==> src/inc/sfdpbp_pkg.sv <==
/*
 Package for the basic parameter table ROM slice, relative bytes 0Ch to 1Bh.
 Holds the byte addresses, field positions and constant contents of the slice.
 Assumes nothing of its surroundings beyond a byte-wide read path.
*/
package sfdpbp_pkg;

   // ==========================================================
   // Address range and organisation of the slice
   localparam logic [7:0] SFDPBP_FIRST_ADDR  = 8'h0C;
   localparam logic [7:0] SFDPBP_LAST_ADDR   = 8'h1B;
   localparam logic [5:0] SFDPBP_FIRST_DWORD = SFDPBP_FIRST_ADDR[7:2];
   localparam int         SFDPBP_DWORDS      = 4;
   localparam int         SFDPBP_LANES       = 4;
   localparam logic [7:0] SFDPBP_ADDR_STEP   = 8'h01;
   localparam logic [7:0] SFDPBP_FILL        = 8'hFF;

   // ==========================================================
   // Reset values
   localparam logic [7:0] SFDPBP_ADDR_RST     = 8'h00;
   localparam logic [7:0] SFDPBP_RDATA_RST    = 8'h00;
   localparam logic       SFDPBP_IN_RANGE_RST = 1'b0;

   // ==========================================================
   // Field positions within a mode/dummy byte
   localparam int SFDPBP_MODE_LSB  = 5;
   localparam int SFDPBP_MODE_W    = 3;
   localparam int SFDPBP_DUMMY_LSB = 0;
   localparam int SFDPBP_DUMMY_W   = 5;

   // ==========================================================
   // Field values
   localparam logic [2:0] SFDPBP_DUAL_OUT_MODE   = 3'h0;
   localparam logic [4:0] SFDPBP_DUAL_OUT_DUMMY  = 5'h08;
   localparam logic [7:0] SFDPBP_DUAL_OUT_OPCODE = 8'h3B;
   localparam logic [2:0] SFDPBP_DUAL_IO_MODE    = 3'h4;
   localparam logic [4:0] SFDPBP_DUAL_IO_DUMMY   = 5'h08;
   localparam logic [7:0] SFDPBP_DUAL_IO_OPCODE  = 8'hBB;
   localparam int         SFDPBP_QPI_BIT         = 4;
   localparam int         SFDPBP_DUAL_ALL_BIT    = 0;
   localparam logic       SFDPBP_QPI_SUPPORTED      = 1'b1;
   localparam logic       SFDPBP_DUAL_ALL_SUPPORTED = 1'b0;
   localparam logic [2:0] SFDPBP_DUAL_ALL_MODE   = 3'h7;
   localparam logic [4:0] SFDPBP_DUAL_ALL_DUMMY  = 5'h1F;
   localparam logic [7:0] SFDPBP_DUAL_ALL_OPCODE = 8'hFF;
   localparam logic [2:0] SFDPBP_QPI_MODE        = 3'h2;
   localparam logic [4:0] SFDPBP_QPI_DUMMY       = 5'h08;
   localparam logic [7:0] SFDPBP_QUAD_IO_OPCODE  = 8'hEB;

endpackage

==> src/core/sfdpbp_rom.sv <==
/*
 Read-only slice of the basic parameter table, relative bytes 0Ch to 1Bh.
 The slice is held as four constant double words behind a byte read port,
 each double word handed out least significant byte first.
 Assumes the command decoder presents a start address with a load strobe,
 then one read strobe per byte wanted; consecutive strobes walk ascending
 addresses from the loaded start. All inputs but NRST are synchronous to CLK.
 NRST is asynchronous and active low; the contents themselves need no reset.
*/
// Behaviour
// - 0Ch reads 08h, 0Dh reads 3Bh
// - 0Eh reads 88h, 0Fh reads BBh
// - 10h reads FEh, four-wire mode supported
// - 10h bit 0 clear: all-dual unsupported
// - Reserved bytes read FFh
// - All-dual entries 16h, 17h read FFh
// - 1Ah reads 48h for four-wire read
// - 1Bh reads EBh opcode
// - Quad I/O opcode equals EBh
`timescale 1ns/1ps
module sfdpbp_rom
   import sfdpbp_pkg::*;
(
   input  wire logic       CLK,
   input  wire logic       NRST,
   input  wire logic       LOAD,
   input  wire logic [7:0] START_ADDR,
   input  wire logic       READ,
   output logic      [7:0] RDATA,
   output logic            IN_RANGE
);

   // ==========================================================
   // Declarations
   logic [7:0]  addr;
   logic [7:0]  next_addr;
   logic        accept;

   logic        addr_at_or_above;
   logic        addr_at_or_below;
   logic        addr_in_range;
   logic [5:0]  dword_idx;
   logic [5:0]  dword_off;
   logic [1:0]  lane;

   logic [7:0]  dual_out_cyc;
   logic [7:0]  dual_io_cyc;
   logic [7:0]  dual_all_cyc;
   logic [7:0]  qpi_cyc;
   logic [7:0]  support_byte;

   logic [31:0] dword_tbl [SFDPBP_DWORDS];
   logic [31:0] cur_dword;
   logic [7:0]  lane_byte [SFDPBP_LANES];
   logic [7:0]  rom_byte;
   logic        next_in_range;

   // ==========================================================
   // Mode and dummy cycle bytes
   always_comb begin
      dual_out_cyc = SFDPBP_FILL;
      dual_out_cyc[SFDPBP_MODE_LSB +: SFDPBP_MODE_W] = SFDPBP_DUAL_OUT_MODE;
      dual_out_cyc[SFDPBP_DUMMY_LSB +: SFDPBP_DUMMY_W] = SFDPBP_DUAL_OUT_DUMMY;
   end

   always_comb begin
      dual_io_cyc = SFDPBP_FILL;
      dual_io_cyc[SFDPBP_MODE_LSB +: SFDPBP_MODE_W] = SFDPBP_DUAL_IO_MODE;
      dual_io_cyc[SFDPBP_DUMMY_LSB +: SFDPBP_DUMMY_W] = SFDPBP_DUAL_IO_DUMMY;
   end

   always_comb begin
      dual_all_cyc = SFDPBP_FILL;
      dual_all_cyc[SFDPBP_MODE_LSB +: SFDPBP_MODE_W] = SFDPBP_DUAL_ALL_MODE;
      dual_all_cyc[SFDPBP_DUMMY_LSB +: SFDPBP_DUMMY_W] = SFDPBP_DUAL_ALL_DUMMY;
   end

   always_comb begin
      qpi_cyc = SFDPBP_FILL;
      qpi_cyc[SFDPBP_MODE_LSB +: SFDPBP_MODE_W] = SFDPBP_QPI_MODE;
      qpi_cyc[SFDPBP_DUMMY_LSB +: SFDPBP_DUMMY_W] = SFDPBP_QPI_DUMMY;
   end

   // ==========================================================
   // Capability byte: four-wire flag, all-dual flag, reserved ones
   for (genvar b = 0; b < 8; b++) begin : g_support
      if (b == SFDPBP_QPI_BIT) begin : g_qpi
         assign support_byte[b] = SFDPBP_QPI_SUPPORTED;
      end else if (b == SFDPBP_DUAL_ALL_BIT) begin : g_dual_all
         assign support_byte[b] = SFDPBP_DUAL_ALL_SUPPORTED;
      end else begin : g_reserved
         assign support_byte[b] = SFDPBP_FILL[b];
      end
   end

   // ==========================================================
   // Double word table, lane 0 in the low byte
   // Dual read settings
   assign dword_tbl[0] = {
      SFDPBP_DUAL_IO_OPCODE,
      dual_io_cyc,
      SFDPBP_DUAL_OUT_OPCODE,
      dual_out_cyc
   };

   // Capabilities and reserved bytes
   assign dword_tbl[1] = {
      SFDPBP_FILL,
      SFDPBP_FILL,
      SFDPBP_FILL,
      support_byte
   };

   // Unsupported all-dual entries
   assign dword_tbl[2] = {
      SFDPBP_DUAL_ALL_OPCODE,
      dual_all_cyc,
      SFDPBP_FILL,
      SFDPBP_FILL
   };

   // Four-wire fast read settings
   assign dword_tbl[3] = {
      SFDPBP_QUAD_IO_OPCODE,
      qpi_cyc,
      SFDPBP_FILL,
      SFDPBP_FILL
   };

   // ==========================================================
   // Address decode
   assign accept           = READ && !LOAD;
   assign addr_at_or_above = (addr >= SFDPBP_FIRST_ADDR);
   assign addr_at_or_below = (addr <= SFDPBP_LAST_ADDR);
   assign addr_in_range    = addr_at_or_above && addr_at_or_below;
   assign dword_idx        = addr[7:2];
   assign dword_off        = dword_idx - SFDPBP_FIRST_DWORD;
   assign lane             = addr[1:0];

   // ==========================================================
   // Byte selection; anything outside the slice reads as ones
   always_comb begin
      cur_dword = {SFDPBP_LANES{SFDPBP_FILL}};
      if (addr_in_range) begin
         unique case (dword_off[1:0])
            2'h0: begin
               cur_dword = dword_tbl[0];
            end
            2'h1: begin
               cur_dword = dword_tbl[1];
            end
            2'h2: begin
               cur_dword = dword_tbl[2];
            end
            2'h3: begin
               cur_dword = dword_tbl[3];
            end
         endcase
      end
   end

   for (genvar n = 0; n < SFDPBP_LANES; n++) begin : g_lane
      assign lane_byte[n] = cur_dword[8*n +: 8];
   end

   always_comb begin
      unique case (lane)
         2'h0: begin
            rom_byte = lane_byte[0];
         end
         2'h1: begin
            rom_byte = lane_byte[1];
         end
         2'h2: begin
            rom_byte = lane_byte[2];
         end
         2'h3: begin
            rom_byte = lane_byte[3];
         end
      endcase
   end

   // ==========================================================
   // Address pointer, ascending walk
   always_comb begin
      next_addr = addr;
      if (LOAD) begin
         next_addr = START_ADDR;
      end else if (READ) begin
         next_addr = addr + SFDPBP_ADDR_STEP;
      end
   end

   always_ff @(posedge CLK or negedge NRST) begin
      if (!NRST) begin
         addr <= SFDPBP_ADDR_RST;
      end else begin
         addr <= next_addr;
      end
   end

   // ==========================================================
   // Registered read data, held until the next accepted read
   always_ff @(posedge CLK or negedge NRST) begin
      if (!NRST) begin
         RDATA <= SFDPBP_RDATA_RST;
      end else if (accept) begin
         RDATA <= rom_byte;
      end
   end

   // ==========================================================
   // Range flag for the byte last read
   assign next_in_range = accept ? addr_in_range : IN_RANGE;

   always_ff @(posedge CLK or negedge NRST) begin
      if (!NRST) begin
         IN_RANGE <= SFDPBP_IN_RANGE_RST;
      end else begin
         IN_RANGE <= next_in_range;
      end
   end

endmodule

==> config.mk <==
export PLATFORM = sky130hd
export DESIGN_NAME = sfdpbp_rom
export DESIGN_NICKNAME = d
export VERILOG_FILES = /design/src/inc/sfdpbp_pkg.sv /design/src/core/sfdpbp_rom.sv
export SDC_FILE = /design/constraint.sdc
export NUM_CORES = 1
export LEC_CHECK = 0
export BUFFER_PORTS_ARGS = -buffer_cell sky130_fd_sc_hd__buf_2
export CAP_MARGIN = 20
export CELL_PAD_IN_SITES_DETAIL_PLACEMENT = 1
export CELL_PAD_IN_SITES_GLOBAL_PLACEMENT = 1
export CORE_UTILIZATION = 43
export DETAILED_ROUTE_END_ITERATION = 8
export MAX_ROUTING_LAYER = met4
export PLACE_DENSITY_LB_ADDON = 0.3
export SLEW_MARGIN = 20
export SYNTH_ARGS = -nofsm -noshare
export SYNTH_HDL_FRONTEND = slang
export SYNTH_SLANG_ARGS = --single-unit
==> constraint.sdc <==
create_clock -name CLK -period 4.5 [get_ports CLK]
set_clock_uncertainty 0.2 [all_clocks]
set_input_delay 0.675 -clock CLK [delete_from_list [all_inputs] [get_ports CLK]]
set_output_delay 0.675 -clock CLK [all_outputs]
set_load 0.01 [all_outputs]
Yosys cells after proc, flatten, opt, wreduce, memory -nomap -nowiden
Index checks and enable logic that the tools add are counted.

Output and inout bits: 9. Bits of input ports: 12. Register bits: 17. Word-level logic and storage cells: 24.

Add/sub/neg operators: 2. Equal/unequal tests: 6. Order comparisons: 2. Muxes and demuxes: 5. Reduce and logical (&&, ||, !) cells: 6.

Operators by type and width (number): 32-bit case mux with 4 select lines (1); 32-bit 2-to-1 mux (1); 8-bit case mux with 4 select lines (1); 8-bit 2-to-1 mux (2); 8-bit by 1-bit adder with 8-bit output (second input constant) (1); 2-bit equality test (second input constant) (4); 8-bit by 4-bit greater-or-equal comparator with 1-bit output (second input constant) (1); 8-bit by 5-bit <= comparator with 1-bit output (second input constant) (1); 2-bit by 1-bit equality test with 1-bit output (second input constant) (2); 2-bit logical NOT (2); 1-bit logical AND (2); 2-bit nonzero test (1); 2-bit subtractor (second input constant) (1); 1-bit logical NOT (1).

Logic depth before layout (Yosys ltp)
Gate-level depths: netlist of run 1.

Depth in word-level cells: 5. Gate-level depth with buffers: 7. Depth with buffers taken out: 7.

Least setup slack after synthesis of run 1
Ideal clock, no wire load.

Path type: input to register. Start point: in LOAD. End point: reg RDATA[4]. Required time: 4.173 ns. Path slack: 2.708 ns. Cell stages on the path: 6. Buffers on the path: 1. Setup time: 0.127 ns. Data arrival time: 1.465 ns. Cell sequence: buf_6 nand2b_4 a21oi_1 a21boi_1 o2bb2ai_1 a21oi_1.

Longest elaborated chain between the ends: 2.

RTL lines: from (decl) (line sfdpbp_rom.sv:26) `input wire logic LOAD,`; 1-bit logical NOT (line sfdpbp_rom.sv:132) `assign accept = READ && !LOAD;`; 1-bit logical AND (line sfdpbp_rom.sv:132); to (signal assigned) (line sfdpbp_rom.sv:208) `RDATA <= rom_byte;`; to (decl) (line sfdpbp_rom.sv:29) `output logic [7:0] RDATA,`.

Every way passes these cells. A chain may end at the register's enable or synchronous reset.

Worst setup path in the final report of run 1
Start point: reg addr[0]. End point: reg RDATA[0].

Longest elaborated chain between the ends: 4. Elaborated cells between the ends (all ways): 9. Those cells by class: order compare: 2; eq/ne: 3; mux: 2; reduce/logical: 2.

RTL lines: from (decl) (line sfdpbp_rom.sv:35) `logic [7:0] addr;`; from (signal assigned) (line sfdpbp_rom.sv:198) `addr <= next_addr;`; 8-bit by 4-bit greater-or-equal comparator with 1-bit output / 8-bit by 5-bit <= comparator with 1-bit output (equally long branches) (line sfdpbp_rom.sv:133, sfdpbp_rom.sv:134); 1-bit logical AND (line sfdpbp_rom.sv:135) `assign addr_in_range = addr_at_or_above && addr_at_or_below;`; 32-bit 2-to-1 mux (line sfdpbp_rom.sv:144) `if (addr_in_range) begin`; 8-bit case mux with 4 select lines (*) (line sfdpbp_rom.sv:167) `unique case (lane)`.

Every way passes the cells marked *; elsewhere a longest branch is shown, timed or not.

==> results.toml, run 1 <==
[cells_and_area]
layout_commonest_cell = "buf_2"
nNetsFinal = 141
final_cell_mix = "buf_2, dfrtp_1, nand2_1"
stdcell_area_mm2 = 0.00111
drive_gt1_share_pct = 26.1
syn2layout_area_growth_pct = 11.9
antenna_cells = 0

[drt]
postRouteAntennaNets = 0
route.detailed.drc = 0
vias_per_cell = 5.12
routed_wl_mm = 1.84
first_pass_iters = 4
vias = 747
drtIter0Drc = 4
wl_per_cell_um = 12.6

[logic_synthesis]
ys_dominant_reg_cell = "dfrtp_1"
synthDistinctLibCells = 34
syn_avg_cell_area_um2 = 9.79
synth_edf_count = 0
yosys_register_bits = 16
synth_top_area_share_pct = 40.5
synth.largest_area_cell = "dfrtp_1"
synth_nets = 121
ys_warn_count = 0
synth_cells = 101
async_reset_ff_share_pct = 100
syn_area_um2 = 988
synth.area.top_cells = "dfrtp_1, ha_1, nand2_1"
synth-seq-area-share_pct = 40.5

[setup_path]
critPathBufInv = 0
startpoint_type = "flop"
crit_path_end_kind = "flop"
cp_slowest_stage_delay_ns = 0.52
cpLargestDelayFamily = "compound AO/OA/AOI/OAI gates"
worstPathArrival_ns = 1.97
worst-setup-path-type = "reg -> reg"
crit_slowest_cell = "dfrtp_1"
cp_max_fo = 6
worstPathRequired_ns = 4.46
crit_chain = "ha_1 > and2_4 > o211ai_2 > o21a_1 > o21ai_2 > a31oi_1"

[power]
power_density_mw_per_mm2 = 328
leakage_nw = 0.499
ir_drop_mv = 0.220

[global_routing]
overflow = 0
grt_pass1_vias = 773
grt_pass1_wl_mm = 3.31
grt_max_degree = 19
grt_usage_pct = 18.4
antenna_found_initial = 0

[floorplanning]
num_rows = 16
dieArea_mm2 = 0.00249
core_area_mm2 = 0.00206
start_util_pct = 47.9
pin_count = 21
die_h_um = 49.9
die_w_um = 49.9

[placement]
dp_hpwl_mm = 1.47
gp_congestion = 0.820
port_buffers = 20
placed_area_mm2 = 0.00108

[flow_run]
max_cap_viol_count = 0

[clocking]
cts_htree_levels = 1
cts_sinks = 16
cts_tree = "built"
clk_pin_slew_worst_paths_ns = 0.09
ctsHoldBuffers = 0
clk_latency_ns = 0.29
cts-root-buf = "clkbuf_4"
cts_made_buffers = 3
cts_buffer_depth = 2
cts_resized = 0
cts_setup_buffers = 0

[timing]
fin_setup_tns_ns = 0
max_slew.worst_pin.slew_ns = 0.492
drv_slew = 0
final-setup-viol-count = 0
fin_crit_sh_pct = 44.6
rsz0062_at_grt = "false"
relSlewSlack_pct = 67.2
finalCriticalPeriod_ns = 2.01
fmax_mhz = 498
hold_viol = 0

[run_status]
status = "finished clean"

[hold_path]
hold_class = "in -> async"
-- final timing paths --
kind,depth (start not counted),to,startpoint,slack [ns]
setup reg to reg,6,RDATA[0],addr[0],2.49
setup / recovery,6,RDATA[0],addr[0],2.49
max in group asynchronous,1,RDATA[7],NRST,3.76
min in group CLK,1,RDATA[3],RDATA[3],0.27
hold / removal,1,IN_RANGE,NRST,0.08
hold reg to reg,1,RDATA[3],RDATA[3],0.27
-- worst register-to-register path, cell delays in order (launching register included) --
cell and delay [ns]:
dfrtp_1 0.52, ha_1 0.34, and2_4 0.21, o211ai_2 0.11
o21a_1 0.22, o21ai_2 0.17, a31oi_1 0.11
-- synthesized netlist by cell type, types with 2 or more instances --
cell type and instances:
o21a_1 2, o211ai_1 2, inv_1 4, dfrtp_1 16, nand2_1 14, buf_6 2, o21ai_0 5, xor2_1 3
and3_1 2, xnor2_1 5, a21oi_1 5, ha_1 8, a31oi_1 2, o21ai_1 7, nor2_1 5
-- final cells by class --
cell class | instances | area (µm²)
fill | 238 | 956
clock buffer | 3 | 22.5
tap | 27 | 33.8
timing repair buffer | 20 | 100
inverter | 4 | 15.0
multi-input combinational | 76 | 534
sequential | 16 | 400
-- cells by family after synthesis --
family | Yosys count | share of synthesized area, %
buf+inv | 9 | 5.44
simple gates | 31 | 18.2
compound gates | 28 | 17.6
mux | 1 | 1.01
fa+ha+maj | 8 | 10.1
flops | 16 | 40.5
xor+xnor | 8 | 7.09
-- power breakdown --
group,internal (W),leakage [nW],switching [W]
Combinational,0.0000456,0.301,0.0000588
Sequential,0.000164,0.184,0.0000204
Clock,0.0000311,0.0138,0.0000428
Total,0.000241,0.499,0.000122
-- per-stage QoR --
| stage | hold slack [ns] | setup slack [ns] | instances | power, W | util, % |
|---|---|---|---|---|---|
| floorplan | 0.179 | 2.71 | 101 | 0.000260 | - |
| CTS | 0.0869 | 2.49 | 146 | 0.000367 | 53.6 |
| global placement | 0.261 | 2.52 | 143 | 0.000289 | 52.5 |
| global route | 0.102 | 2.37 | 146 | 0.000388 | 53.6 |
| detailed placement | 0.254 | 2.43 | 143 | 0.000293 | 52.5 |
| finish | 0.0819 | 2.49 | 146 | 0.000363 | 53.6 |
-- per-layer routing --
layer | up-vias | track usage, % | wire length [µm]
met3 | 2 | 6.79 | 81
li1 | 375 | - | -
met1 | 352 | 21.2 | 873
met4 | 0 | 5.71 | 15
met2 | 18 | 29.7 | 870
met5 | - | - | 0
-- state kept, by name (all words and copies together), names as in the netlist --
register and count:
IN_RANGE 1, RDATA 7, addr 8
No activity file was read; power rests on OpenSTA's default activity.
==> run 2: changes to the inputs <==
--- a/config.mk
+++ b/config.mk
@@ -9,7 +9,7 @@
 export CAP_MARGIN = 20
 export CELL_PAD_IN_SITES_DETAIL_PLACEMENT = 1
 export CELL_PAD_IN_SITES_GLOBAL_PLACEMENT = 1
-export CORE_UTILIZATION = 43
+export CORE_UTILIZATION = 36
 export DETAILED_ROUTE_END_ITERATION = 8
 export MAX_ROUTING_LAYER = met4
 export PLACE_DENSITY_LB_ADDON = 0.3
==> constraint.sdc (replaced) <==
create_clock -name CLK -period 1.8 [get_ports CLK]
set_clock_uncertainty 0.2 [all_clocks]
set_input_delay 0.27 -clock CLK [delete_from_list [all_inputs] [get_ports CLK]]
set_output_delay 0.27 -clock CLK [all_outputs]
set_load 0.01 [all_outputs]
==> run 2 against run 1 <==
  * Clock power rose to 2.6 times the previous value
  * Sequential cell count unchanged
  * Sequential power up 140%
  * Total power rose to 2.7 times the previous value
  * Fmax up 14%
  * Cell count up 14%
  * Critical path type unchanged
  * Global-route usage down 1.1 points
  * Largest power group unchanged
==> results.toml, run 2 (synthesis gave the netlist of run 1 again) <==
[global_routing]
grt_use_met2_pct = 28.7
grt_usage_pct = 17.4
grt_max_degree = 18
gr-usage-met3_pct = 3.61
overflow = 0
gr-max-usage-layer = "met2"
grt_pass1_wl_mm = 3.55
grt_pass1_vias = 800
grt_util_met1_pct = 20.6
antenna_found_initial = 0

[run_status]
status = "finished clean"

[setup_path]
startpoint_type = "flop"
timing.rr.start = "addr[2]"
worst-setup-path-type = "reg -> reg"
cp_slowest_stage_delay_ns = 0.40
crit_path_end_kind = "flop"
worstPathRequired_ns = 1.78
worstPathArrival_ns = 1.74
reg2reg_depth = 6
cp_max_fo = 3
rrSetupSlack_ns = 0.04
timing.rr.end = "RDATA[0]"
crit_chain = "inv_2 > ha_1 > xor2_1 > o21a_1 > o21ai_2 > a31oi_1"
crit_slowest_cell = "dfrtp_1"

[hold_path]
hold_class = "in -> reg"
worstHoldStart = "START_ADDR[0]"
worstHoldPathCells = 3
whs_endpoint = "addr[0]"

[timing]
max_slew.worst_pin.slew_ns = 0.378
fin_crit_sh_pct = 98.0
finalCriticalPeriod_ns = 1.76
hold_viol = 0
fin_ws_ns = 0.0363
drv_slew = 0
final-setup-viol-count = 0
rsz0062_at_grt = "true"
relSlewSlack_pct = 74.8
fin_setup_tns_ns = 0
fmax_mhz = 567

[cells_and_area]
largest_register = "addr"
nNetsFinal = 158
syn2layout_area_growth_pct = 28.9
n_fill_cell = 306
largest_reg_flops = 8
antenna_cells = 0
layout_commonest_cell = "buf_2"
multi_input_area_um2 = 549
seqCellArea_um2 = 402
top_regs = "addr (8), RDATA (7), IN_RANGE (1)"
final_cells = 166
final_cell_mix = "buf_2, dfrtp_1, nand2_1"
drive_gt1_share_pct = 33.8

[power]
power.switching_w = 0.000331
pwr-share-seq_pct = 46.3
combPwrFrac_pct = 33.6
leakage_nw = 0.574
intPower_w = 0.000641
ir_drop_mv = 0.365
power_density_mw_per_mm2 = 763
switching_share_pct = 34.1
p_clk_share_pct = 20.1

[drt]
first_pass_iters = 2
postRouteAntennaNets = 0
route.detailed.drc = 0
vias_per_cell = 4.87
wl_per_cell_um = 13.1
routed_wl_mm = 2.18
vias = 808
drtIter0Drc = 5

[placement]
placedCellCount = 152
pre_cts_ws_ns = -0.0175
dp_hpwl_mm = 1.54
port_buffers = 20
gp_congestion = 0.848

[clocking]
cts_sinks = 16
cts-root-buf = "clkbuf_4"
cts_made_buffers = 3
cts_htree_levels = 1
clk_pin_slew_worst_paths_ns = 0.10
cts_buffer_depth = 2
clk_latency_ns = 0.29
cts_tree = "built"

[floorplanning]
core_area_mm2 = 0.00254
pin_count = 21
start_util_pct = 38.8
die_w_um = 54.4
die_h_um = 54.4
dieArea_mm2 = 0.00296
num_rows = 18

[flow_run]
max_cap_viol_count = 0
run 2: cell types whose count changed in the layout (fill, tap and decap cells not counted), moves of 2 or more:
cell           change
buf_4              +9
dlygate4sd3_1      +8
ha_1               -2
ha_2               +2
run 2: stage by stage:
stage          hold WS, ns  util [%]  cell area (µm²)  total power (W)
4_1_cts             0.0104      48.8             1240         0.000971
5_1_grt            0.00943      50.0             1270          0.00104
6_report           0.00963      50.0             1270         0.000972
2_1_floorplan       -0.226         -              988         0.000650
3_3_place_gp       0.00596      44.5             1130         0.000744
3_5_place_dp        0.0163      44.5             1130         0.000755
run 2: layer usage:
metal / vias to the layer above / part of all wire [%] / routed length [µm]
met5: - / 0 / 0
met4: 0 / 0.69 / 15
met3: 2 / 3.1 / 68
met2: 16 / 49 / 1070
met1: 378 / 47 / 1020
li1: 412 / - / -
run 2: worst max-delay path by stage:
| stage | end | cells after the start | startpoint |
|---|---|---|---|
| 2_1_floorplan | RDATA[0] | 6 | addr[0] |
| 3_3_place_gp | RDATA[0] | 6 | addr[2] |
| 3_5_place_dp | RDATA[0] | 6 | addr[2] |
| 4_1_cts | RDATA[0] | 6 | addr[3] |
| 5_1_grt | RDATA[0] | 6 | addr[2] |
| 6_report | RDATA[0] | 6 | addr[2] |
run 2: critical path, delay by kind of cell, from the launching register on:
| family | cells | cell delay [ns] |
|---|---|---|
| XOR/XNOR | 1 | 0.18 |
| buffers and inverters | 1 | 0.07 |
| adder cells (fa/ha/maj) | 1 | 0.33 |
| AO/OA/AOI/OAI | 3 | 0.48 |
| flip-flops | 1 | 0.40 |
run 2: power by group through the flow:
stage	logic (W)	clock network, W	registers, W
6_report	0.000327	0.000195	0.000450
5_1_grt	0.000364	0.000216	0.000459
4_1_cts	0.000318	0.000204	0.000449
3_5_place_dp	0.000297	0	0.000458
3_3_place_gp	0.000290	0	0.000454
2_1_floorplan	0.000171	0	0.000479
run 2: layout make-up:
class                   instances  area share [%]
repair buffers                 37            19.4
flip-flops and latches         16            31.5
clock buffers                   3            1.77
inverters                       4            1.18
well taps                      30            2.95
multi-input cells              76            43.1
run 2: what timing repair did:
action / CTS / global route
gates cloned: 0 / 0
pin swaps: 0 / 3
endpoints found under the setup margin: 4 / 4
endpoints found under the hold margin: 23 / 0
resized for setup: 0 / 6
setup buffers: 1 / 2
hold buffers: 8 / 0
